### src/logic/rbf_defines.vh
`ifndef RBF_DEFINES_VH
`define RBF_DEFINES_VH
// Register addresses
`define RBF_ADDR_CTRL 8'h58
`define RBF_ADDR_EOF 8'h59
`define RBF_ADDR_SOFH 8'h5A
`define RBF_ADDR_SOFL 8'h5B
`define RBF_ADDR_SYNC 8'h5C
`define RBF_ADDR_STAT 8'h60
`define RBF_ADDR_MASK 8'h61
`define RBF_ADDR_DATA 8'h62
`define RBF_ADDR_CMD 8'h63
// Control field positions
`define RBF_BIT_BADPAR 5
`define RBF_BIT_LENSTOP 4
`define RBF_BIT_MSB 3
`define RBF_BIT_STOPEN 2
`define RBF_BIT_ODDPAR 1
`define RBF_CTRL_MASK 8'h3E
// Status bits
`define RBF_ST_BYTE 0
`define RBF_ST_DONE 1
`define RBF_ST_FERR 2
`define RBF_ST_PERR 3
`define RBF_ST_SOF 4
// Reset values
`define RBF_CTRL_RST 8'h00
`define RBF_EOF_RST 8'h00
`define RBF_SYNC_RST 8'h00
`define RBF_SOF_RST 8'h00
`define RBF_TIMEOUT_BITS 32
`endif

### src/logic/rbf_sof_match.v
`timescale 1ns/100ps
`default_nettype none
// Start-of-frame comparator over a shift history of received bits
module rbf_sof_match (
  // Pattern
  input wire [15:0] i_pattern,
  input wire [3:0] i_valid_len,
  input wire [1:0] i_interp,
  // History, newest bit in bit 0
  input wire [15:0] i_hist,
  input wire [3:0] i_seen,
  // Result
  output reg o_match
);
  integer k;
  reg ok;
  // Type 0 compares bits, type 1 compares pairs with collision don't-care
  always @* begin
    ok = 1'b1;
    for (k = 0; k < 16; k = k + 1) begin
      if (i_interp == 2'd1) begin
        if ((k < i_valid_len) && !i_pattern[2*(k%8)]) begin
          if (i_hist[k%16] != i_pattern[2*(k%8)+1]) ok = 1'b0;
        end
      end else if ((k < i_valid_len) && (i_hist[k] != i_pattern[k])) begin
        ok = 1'b0;
      end
    end
    o_match = ok && (i_seen >= i_valid_len);
  end
endmodule
`default_nettype wire

### src/logic/rbf_eof_match.v
`timescale 1ns/100ps
`default_nettype none
// End-of-frame symbol tracker: walks tuples from bits 1:0 upward
module rbf_eof_match (
  input wire i_ref_clk,
  input wire i_sys_rst,
  input wire [7:0] i_pattern,
  input wire i_clear,
  input wire i_bit_valid,
  input wire i_bit,
  input wire i_bit_coll,
  output wire o_enabled,
  output reg o_hit
);
  reg [2:0] pos_reg;
  wire [1:0] tup;
  wire last;
  wire good;
  assign tup = (pos_reg == 3'd0) ? i_pattern[1:0] : (pos_reg == 3'd1) ? i_pattern[3:2] :
               (pos_reg == 3'd2) ? i_pattern[5:4] : i_pattern[7:6];
  assign o_enabled = (i_pattern[1:0] != 2'b00);
  // Next tuple zero or fourth tuple closes the symbol
  assign last = (pos_reg == 3'd3) || ((pos_reg == 3'd0) ? (i_pattern[3:2] == 2'b00) :
                (pos_reg == 3'd1) ? (i_pattern[5:4] == 2'b00) : (i_pattern[7:6] == 2'b00));
  // 1 zero, 2 one, 3 collision
  assign good = (tup == 2'd3) ? i_bit_coll : (!i_bit_coll && (i_bit == tup[1]));
  // Match in tuple order; restart on mismatch
  always @(posedge i_ref_clk or posedge i_sys_rst) begin
    if (i_sys_rst) begin
      pos_reg <= 3'd0;
      o_hit <= 1'b0;
    end else begin
      o_hit <= 1'b0;
      if (i_clear) begin
        pos_reg <= 3'd0;
      end else if (i_bit_valid && o_enabled) begin
        if (good && last) begin
          o_hit <= 1'b1;
          pos_reg <= 3'd0;
        end else if (good) begin
          pos_reg <= pos_reg + 3'd1;
        end else begin
          pos_reg <= 3'd0;
        end
      end
    end
  end
endmodule
`default_nettype wire

### src/logic/rbf_rx_framer.v
// Decided for this implementation: the strobed register port.
`timescale 1ns/100ps
`default_nettype none
`include "rbf_defines.vh"
module rbf_rx_framer (
  // Clock and reset
  input wire i_ref_clk,
  input wire i_sys_rst,
  // Register port
  input wire [7:0] i_addr,
  input wire [7:0] i_wdata,
  input wire i_wr,
  input wire i_rd,
  output reg [7:0] o_rdata,
  // Demodulator bits
  input wire i_bit_valid,
  input wire i_bit,
  input wire i_bit_coll,
  output reg o_demod_reset,
  // Host data path
  output reg [7:0] o_byte,
  output reg o_byte_valid,
  output reg o_frame_done,
  output reg o_frame_error,
  // Interrupt
  output wire o_irq
);
  localparam S_IDLE = 4'b0001;
  localparam S_SOF = 4'b0010;
  localparam S_DATA = 4'b0100;
  localparam S_DONE = 4'b1000;
  localparam PH_DATA = 2'd0;
  localparam PH_PAR = 2'd1;
  localparam PH_STOP = 2'd2;

  reg [7:0] ctrl_reg;
  reg [7:0] eof_reg;
  reg [7:0] sofh_reg;
  reg [7:0] sofl_reg;
  reg [7:0] sync_reg;
  reg [4:0] stat_reg;
  reg [4:0] mask_reg;
  reg [3:0] state_reg;
  reg [15:0] hist_reg;
  reg [3:0] seen_reg;
  reg [7:0] shift_reg;
  reg [2:0] bitcnt_reg;
  reg [1:0] phase_reg;
  reg [7:0] bytes_reg;
  reg [7:0] len_reg;
  reg got_len_reg;
  reg [4:0] set_ev;
  reg [7:0] byte_next;
  wire sof_hit;
  wire eof_hit;
  wire eof_en;
  wire start_cmd;
  wire par_exp;

  assign start_cmd = i_wr && (i_addr == `RBF_ADDR_CMD) && i_wdata[0];
  assign o_irq = |(stat_reg & mask_reg);
  // Expected parity bit over data: even makes total even
  assign par_exp = (^byte_next) ^ ctrl_reg[`RBF_BIT_ODDPAR];

  rbf_sof_match u_sof (
    .i_pattern({sofh_reg, sofl_reg}),
    .i_valid_len(sync_reg[7:4]),
    .i_interp(sync_reg[1:0]),
    .i_hist(hist_reg),
    .i_seen(seen_reg),
    .o_match(sof_hit)
  );

  rbf_eof_match u_eof (
    .i_ref_clk(i_ref_clk),
    .i_sys_rst(i_sys_rst),
    .i_pattern(eof_reg),
    .i_clear(state_reg != S_DATA),
    .i_bit_valid(i_bit_valid && (state_reg == S_DATA) && (phase_reg == PH_DATA)),
    .i_bit(i_bit),
    .i_bit_coll(i_bit_coll),
    .o_enabled(eof_en),
    .o_hit(eof_hit)
  );

  // Byte assembly in selected order
  always @* begin
    if (ctrl_reg[`RBF_BIT_MSB])
      byte_next = shift_reg;
    else
      byte_next = {shift_reg[0], shift_reg[1], shift_reg[2], shift_reg[3],
                   shift_reg[4], shift_reg[5], shift_reg[6], shift_reg[7]};
  end

  // Register writes
  always @(posedge i_ref_clk or posedge i_sys_rst) begin
    if (i_sys_rst) begin
      ctrl_reg <= `RBF_CTRL_RST;
      eof_reg <= `RBF_EOF_RST;
      sofh_reg <= `RBF_SOF_RST;
      sofl_reg <= `RBF_SOF_RST;
      sync_reg <= `RBF_SYNC_RST;
      mask_reg <= 5'h00;
    end else if (i_wr) begin
      case (i_addr)
        `RBF_ADDR_CTRL: ctrl_reg <= i_wdata & `RBF_CTRL_MASK;
        `RBF_ADDR_EOF: eof_reg <= i_wdata;
        `RBF_ADDR_SOFH: sofh_reg <= i_wdata;
        `RBF_ADDR_SOFL: sofl_reg <= i_wdata;
        `RBF_ADDR_SYNC: sync_reg <= i_wdata;
        `RBF_ADDR_MASK: mask_reg <= i_wdata[4:0];
        default: mask_reg <= mask_reg;
      endcase
    end
  end

  // Read data one cycle after the strobe
  always @(posedge i_ref_clk or posedge i_sys_rst) begin
    if (i_sys_rst) begin
      o_rdata <= 8'h00;
    end else if (i_rd) begin
      case (i_addr)
        `RBF_ADDR_CTRL: o_rdata <= ctrl_reg;
        `RBF_ADDR_EOF: o_rdata <= eof_reg;
        `RBF_ADDR_SOFH: o_rdata <= sofh_reg;
        `RBF_ADDR_SOFL: o_rdata <= sofl_reg;
        `RBF_ADDR_SYNC: o_rdata <= sync_reg;
        `RBF_ADDR_STAT: o_rdata <= {3'h0, stat_reg};
        `RBF_ADDR_MASK: o_rdata <= {3'h0, mask_reg};
        `RBF_ADDR_DATA: o_rdata <= o_byte;
        `RBF_ADDR_CMD: o_rdata <= {4'h0, state_reg};
        default: o_rdata <= 8'h00;
      endcase
    end else begin
      o_rdata <= 8'h00;
    end
  end

  // Sticky status; a new event wins over the clear-on-read
  always @(posedge i_ref_clk or posedge i_sys_rst) begin
    if (i_sys_rst)
      stat_reg <= 5'h00;
    else if (i_rd && (i_addr == `RBF_ADDR_STAT))
      stat_reg <= set_ev;
    else
      stat_reg <= stat_reg | set_ev;
  end

  // Framing state machine
  always @(posedge i_ref_clk or posedge i_sys_rst) begin
    if (i_sys_rst) begin
      state_reg <= S_IDLE;
      hist_reg <= 16'h0000;
      seen_reg <= 4'h0;
      shift_reg <= 8'h00;
      bitcnt_reg <= 3'd0;
      phase_reg <= PH_DATA;
      bytes_reg <= 8'h00;
      len_reg <= 8'h00;
      got_len_reg <= 1'b0;
      o_byte <= 8'h00;
      o_byte_valid <= 1'b0;
      o_frame_done <= 1'b0;
      o_frame_error <= 1'b0;
      o_demod_reset <= 1'b0;
      set_ev <= 5'h00;
    end else begin
      o_byte_valid <= 1'b0;
      o_frame_done <= 1'b0;
      o_demod_reset <= 1'b0;
      set_ev <= 5'h00;
      // A start restarts from any state, so a frame with no stop condition cannot wedge us
      if (start_cmd && (state_reg != S_IDLE)) begin
        state_reg <= S_SOF;
        hist_reg <= 16'h0000;
        seen_reg <= 4'h0;
        o_frame_error <= 1'b0;
      end else begin
      case (state_reg)
        S_IDLE: begin
          if (start_cmd) begin
            state_reg <= S_SOF;
            hist_reg <= 16'h0000;
            seen_reg <= 4'h0;
            o_frame_error <= 1'b0;
          end
        end
        S_SOF: begin
          // Data only after the start pattern
          if (sof_hit) begin
            state_reg <= S_DATA;
            bitcnt_reg <= 3'd0;
            phase_reg <= PH_DATA;
            bytes_reg <= 8'h00;
            got_len_reg <= 1'b0;
            set_ev[`RBF_ST_SOF] <= 1'b1;
          end else if (i_bit_valid) begin
            hist_reg <= {hist_reg[14:0], i_bit};
            if (seen_reg != 4'hF)
              seen_reg <= seen_reg + 4'h1;
          end
        end
        S_DATA: begin
          if (eof_hit && eof_en) begin
            state_reg <= S_DONE;
          end else if (i_bit_valid) begin
            case (phase_reg)
              PH_DATA: begin
                shift_reg <= {shift_reg[6:0], i_bit};
                bitcnt_reg <= bitcnt_reg + 3'd1;
                if (bitcnt_reg == 3'd7)
                  phase_reg <= PH_PAR;
              end
              PH_PAR: begin
                o_byte <= byte_next;
                o_byte_valid <= 1'b1;
                set_ev[`RBF_ST_BYTE] <= 1'b1;
                bytes_reg <= bytes_reg + 8'h01;
                if (!got_len_reg) begin
                  len_reg <= byte_next;
                  got_len_reg <= 1'b1;
                end
                phase_reg <= ctrl_reg[`RBF_BIT_STOPEN] ? PH_STOP : PH_DATA;
                if (i_bit != par_exp) begin
                  set_ev[`RBF_ST_PERR] <= 1'b1;
                  if (ctrl_reg[`RBF_BIT_BADPAR])
                    state_reg <= S_DONE;
                end
                if (ctrl_reg[`RBF_BIT_LENSTOP] &&
                    ((got_len_reg ? len_reg : byte_next) == bytes_reg + 8'h01))
                  state_reg <= S_DONE;
              end
              PH_STOP: begin
                phase_reg <= PH_DATA;
                if (i_bit) begin
                  o_demod_reset <= 1'b1;
                end else begin
                  o_frame_error <= 1'b1;
                  set_ev[`RBF_ST_FERR] <= 1'b1;
                  state_reg <= S_DONE;
                end
              end
              default: phase_reg <= PH_DATA;
            endcase
          end
        end
        S_DONE: begin
          o_frame_done <= 1'b1;
          set_ev[`RBF_ST_DONE] <= 1'b1;
          state_reg <= S_IDLE;
        end
        default: state_reg <= S_IDLE;
      endcase
      end
    end
  end
endmodule
`default_nettype wire

### config.mk
export PLATFORM = sky130hd
export DESIGN_NAME = rbf_rx_framer
export DESIGN_NICKNAME = d
export VERILOG_FILES = /design/src/logic/rbf_sof_match.v /design/src/logic/rbf_eof_match.v /design/src/logic/rbf_rx_framer.v
export VERILOG_INCLUDE_DIRS = /design/src /design/src/logic
export SDC_FILE = /design/constraint.sdc
export NUM_CORES = 1
export LEC_CHECK = 0
export ABC_AREA = 1
export BUFFER_PORTS_ARGS = -buffer_cell sky130_fd_sc_hd__buf_2
export CORE_AREA = 2 2 140 142
export DETAILED_ROUTE_END_ITERATION = 12
export DIE_AREA = 0 0 142 144
export RECOVER_POWER = 25
export SLEW_MARGIN = 25
export SYNTH_ARGS = -nofsm -noshare
export SYNTH_HDL_FRONTEND = slang
export SYNTH_SLANG_ARGS = --single-unit
### constraint.sdc
create_clock -name i_ref_clk -period 11.4 [get_ports i_ref_clk]
set_clock_uncertainty 0.15 [all_clocks]
set_input_delay 2.28 -clock i_ref_clk [delete_from_list [all_inputs] [get_ports i_ref_clk]]
set_output_delay 2.28 -clock i_ref_clk [all_outputs]
set_load 0.005 [all_outputs]
* Word-level counts from Yosys, hierarchy flattened
Index checks and enable logic that the tools add are counted.
Storage, ports and cells: register bits 129, bits of input ports 23
Cells by class: add/sub/neg operators 4, order comparisons 16, equality and inequality tests 77, muxes and demuxes 152, bitwise logic cells 5, reduce and logical (&&, ||, !) cells 79
Operators by type and width (count):
- 1-bit 2-to-1 mux | 95
- 8-bit by 7-bit equality test with 1-bit output, second input constant | 9
- 8-bit case mux with 9 select lines | 1
- 15-bit 2-to-1 mux | 4
- 4-bit 2-to-1 mux | 14
- 8-bit 2-to-1 mux | 7
- 1-bit logical AND | 42
- 1-bit inequality test | 31
- 15-bit case mux with 2 select lines | 1
- 4-bit < comparator, first input constant | 7
- 3-bit 2-to-1 mux | 8
- 6-bit AND reduction | 4
- 2-bit 2-to-1 mux | 11
- 3-bit inequality test, second input constant | 6
- 3-bit by 4-bit < comparator with 1-bit output, first input constant | 4
- 4-bit case mux with 2 select lines | 2
- 8-bit case mux with 2 select lines | 1
- 5-bit AND reduction | 3
- 6-bit inequality test, second input constant | 2
- 4-bit case mux with 3 select lines | 1
- 2-bit AND reduction | 6
- 5-bit 2-to-1 mux | 2
- 1-bit zero test | 9
- 3-bit by 2-bit inequality test with 1-bit output, second input constant | 3
- 42 further kinds | 60

* Longest topological paths before layout
word-level depth 50, mapped depth 19, gate-level depth less buffers 18

* Cells and area by module
Synthesis repeated with hierarchy kept, for this count alone.
Second synthesis, totals: cell total of the unflattened synthesis 1075, area, all modules 7707.4 um^2
By module, submodules not included:
- rbf_rx_framer | instances 1, cells an instance 793, area an instance 6326.1 um^2, seq. area each 3104.2 um^2
- rbf_sof_match | instances 1, cells an instance 207, area an instance 893.4 um^2, seq. area each 0.0 um^2
- rbf_eof_match | instances 1, cells an instance 75, area an instance 488.0 um^2, seq. area each 100.1 um^2

* Worst setup path after synthesis
OpenSTA, ideal clock, no wires.
path type input to register, start input i_addr[7], end register len_reg[7], setup time 0.133 ns, data arrival time 3.556 ns, required time 11.117 ns, setup slack 7.562 ns, stages on the path 11, path buffers 1, cell sequence inv_1 -> nand2_1 -> nor2_1 -> nand2_1 -> nor2_4 -> nand3_1 -> nor2_1 -> inv_1 -> nand2_1 -> clkbuf_1 -> o21ai_0
On the way: longest elaborated chain between the ends 6
Ends and longest elaborated chain:
- from (decl) | line rbf_rx_framer.v:10 | input wire [7:0] i_addr,
- 8-bit by 7-bit equality test with 1-bit output
- 1-bit logical AND (2 in series) | line rbf_rx_framer.v:60 | assign start_cmd = i_wr && (i_addr == `RBF_ADDR_CMD) && i_wdata[0];
- 1-bit logical AND | line rbf_rx_framer.v:173 | if (start_cmd && (state_reg != S_IDLE)) begin
- 1-bit NOT (no line)
- 5-bit AND reduction (no line)
- to (signal assigned) | line rbf_rx_framer.v:220 | len_reg <= byte_next;
- to (decl) | line rbf_rx_framer.v:50 | reg [7:0] len_reg;
No other way between the ends. A chain may end at the register's enable or synchronous reset.

* Worst setup path in the final report
start input i_addr[7], end register len_reg[0]
The elaborated chain is that of the path after synthesis.

==> summary.txt <==
Logic synthesis
  • Avg Cell Area, Syn: 7.23 µm²
  • Synth cell types: 41
  • EDFF count, synth: 0
  • Syn nets: 1,038
  • #FFs+latches synth: 127
  • Synth async-reset ratio: 100%
  • Area share of the largest cell type after synthesis: a little over two fifths
  • Yosys warnings: 0
  • Synth area leader: dfrtp_1
  • Largest cells by area after synthesis: dfrtp_1 (44%), nand2_1 (19%), o21ai_0 (7.4%), inv_1 (6.0%), nand3_1 (3.8%)
  • Mapped cell area: between 0.007 and 0.008 mm²
  • Gate Count Post-Synth: 1,002
  • Most used DFF post-synth: dfrtp_1
  • Register area share after synthesis: 43.9%

Timing
  • Post-Route Setup TNS: 0 ns
  • Fin. Hold Viols: 0
  • Peak Freq: 225 MHz
  • Period minus WS final: 4.44 ns
  • Slew @ Worst Pin: 2.45 ns
  • # setup viols final: 0
  • Slew margin rel.: -63.9%
  • Slew Limit Fails: 54
  • RSZ-0062 raised after global routing: no
  • Final period utilization: 38.9%

Power
  • Peak supply drop: 99.6 µV
  • Pwr/cell area: between 100 and 150 mW/mm²
  • Comb pwr share: 7.8%
  • Lkg Pwr: ~4.3 nW
  • Seq pwr share: 40.7%
  • Clock Power Share: 51.5%
  • Pwr Total: 1.19 mW
  • Net switching power: 0.298 mW
  • Switching part of the total: 25.1%
  • Internal: 0.892 mW

Cells and area
  • Commonest cells after routing, fill and taps aside: nand2_1 (366), dfrtp_1 (126), inv_1 (115), o21ai_0 (107), nor2_1 (70)
  • Max FFs per register: 15
  • Share of cells above drive strength 1: 10.0%
  • Final nets: 1,082
  • Synthesis-to-finish area growth: 14.7%
  • Commonest non-fill, non-tap cell in the layout: nand2_1

Setup path
  • Critical Path End Type: register
  • CP arrival: 4.60 ns
  • CP required: about 12 ns
  • Setup CP Type: in -> reg
  • Start point of the critical path: i_addr[7]
  • Worst-path fanout max: 34
  • R2r startpoint: sync_reg[5]
  • CP Launch Type: input port

Clock tree
  • Cts bufs inserted: 17
  • Post-CTS Hold Buffers: 0
  • Clock buffer depth: 2
  • Clock-pin slew on the worst setup and hold paths: 0.07 ns
  • CTS resizes: 0
  • Clock latency on the worst-skew pair: 0.44 ns
  • Htree depth: 4
  • CTS tree: built
  • Root buffer cell: clkbuf_16
  • Postcts setup bufs: 0
  • Clock tree sinks: about 130

Flow run
  • Max Cap Viol: 1

Floorplan
  • Row count: 51
  • Starting density of the core: 38.0%
  • I/O pin cnt: between 40 and 50
  • Core Area: 0.0191 mm²
  • Die W: 142 µm
  • Die footprint: 0.0204 mm²
  • Die height: about 140 µm

Drt
  • Initial DRC Count: 396
  • Router iterations before antenna repair: 5
  • Routed Antenna Nets: 0
  • DR vias: 6,557
  • Drt drc: 0
  • Per-cell routed wire length: 15.8 µm
  • Vias per inst: 5.05
  • Routed WL: 20,500 µm

Placed design
  • RePlAce Congestion: 0.988
  • Number of port buffers: 43
  • Dpl hpwl: 15,000 µm

GRT
  • Pin count of the biggest net entering global routing: 76
  • Congestion Overflow GR: 0
  • Initial antenna violation count: 1
  • First-pass GRT wire length: around 33,000 µm
  • GR Util All Layers: between 20% and 30%
  • Vias in the first global route: 6,254

Run status
  • Failing checks: max-capacitance violations, max-slew violations
  • Outcome: finished, violations left

Worst hold path
  • HP Class: reg -> reg
  • Min-Delay Startpoint: set_ev[3]
[power groups by stage]
stage | logic (mW) | clock network, mW | registers (mW)
floorplan | 0.0681 | 0 | 0.483
global placement | 0.0918 | 0 | 0.491
detailed placement | 0.0931 | 0 | 0.492
CTS | 0.0936 | 0.621 | 0.484
global route | 0.108 | 0.641 | 0.486
finish | 0.0925 | 0.613 | 0.484
[routing by layer]
| metal | routed length [µm] | up-vias | GRT usage, % |
|---|---|---|---|
| li1 | - | 3311 | - |
| met1 | 9300 | 3059 | 28.2 |
| met2 | 9640 | 153 | 35.3 |
| met3 | 1050 | 34 | 4.24 |
| met4 | 495 | 0 | 7.53 |
| met5 | 0 | - | 0 |
[cell usage after synthesis, types with 6 or more instances]
cell type,n
a221oi_1,6
nand2_2,6
o21ai_0,107
clkbuf_1,7
o21bai_1,7
a31oi_1,7
buf_2,6
dfrtp_1,126
nand4_1,16
or2_2,8
inv_1,116
ha_1,13
xor2_1,8
nor2_1,69
nand3_1,55
nand2_1,367
xnor2_1,6
a21oi_1,24
[logic make-up after synthesis]
family	count (synthesis)	synth area share (%)
adders and majority gates	13	2.25
and+or+nand+nor	544	31.9
DFF	127	43.9
xor gates and xnor gates	14	1.69
AOI/OAI and AO/OA	165	12.6
buffers and inverters	139	7.70
[layout make-up]
cell class                      instances  area (µm²)
Multi-Input combinational cell        736        3500
Antenna cell                            1        2.50
Timing Repair Buffer                   44         225
Tap cell                              238         298
Clock inverter                         12         205
Inverter                              120         452
Sequential cell                       127        3180
Fill cell                            1958       10800
Clock buffer                           20         447
[worst paths after layout]
kind,endpoint,slack [ns],cells past startpoint
worst max-delay path,len_reg[0],6.96,13
worst min-delay path,stat_reg[3],0.30,1
worst min register to register,stat_reg[3],0.30,1
min in group asynchronous,u_eof.pos_reg[0],2.36,2
max in group asynchronous,seen_reg[0],7.25,3
worst max register to register,bytes_reg[3],8.75,13
[worst max-delay path: stages]
cell,delay (ns)
buf_2,0.10
inv_1,0.06
nand2_1,0.05
nor2_1,0.25
nand2_1,0.17
nor2_1,0.36
nand3_1,0.15
nor2_1,0.18
inv_1,0.12
nand2_2,0.46
inv_2,0.19
nor2_1,0.16
a31oi_1,0.06
[through the flow]
step / cell area, µm² / cells / util (%) / setup slack (ns) / hold WS [ns]
6_report: 8310 / 1298 / 43.6 / 6.96 / 0.300
3_5_place_dp: 7660 / 1265 / 40.2 / 6.35 / 0.284
4_1_cts: 8310 / 1297 / 43.6 / 6.78 / 0.297
2_1_floorplan: 7240 / 1002 / - / 5.59 / 0.267
5_1_grt: 8310 / 1297 / 43.5 / 6.66 / 0.302
3_3_place_gp: 7660 / 1265 / 40.2 / 6.45 / 0.283
Power figures use the tool's default switching activity.
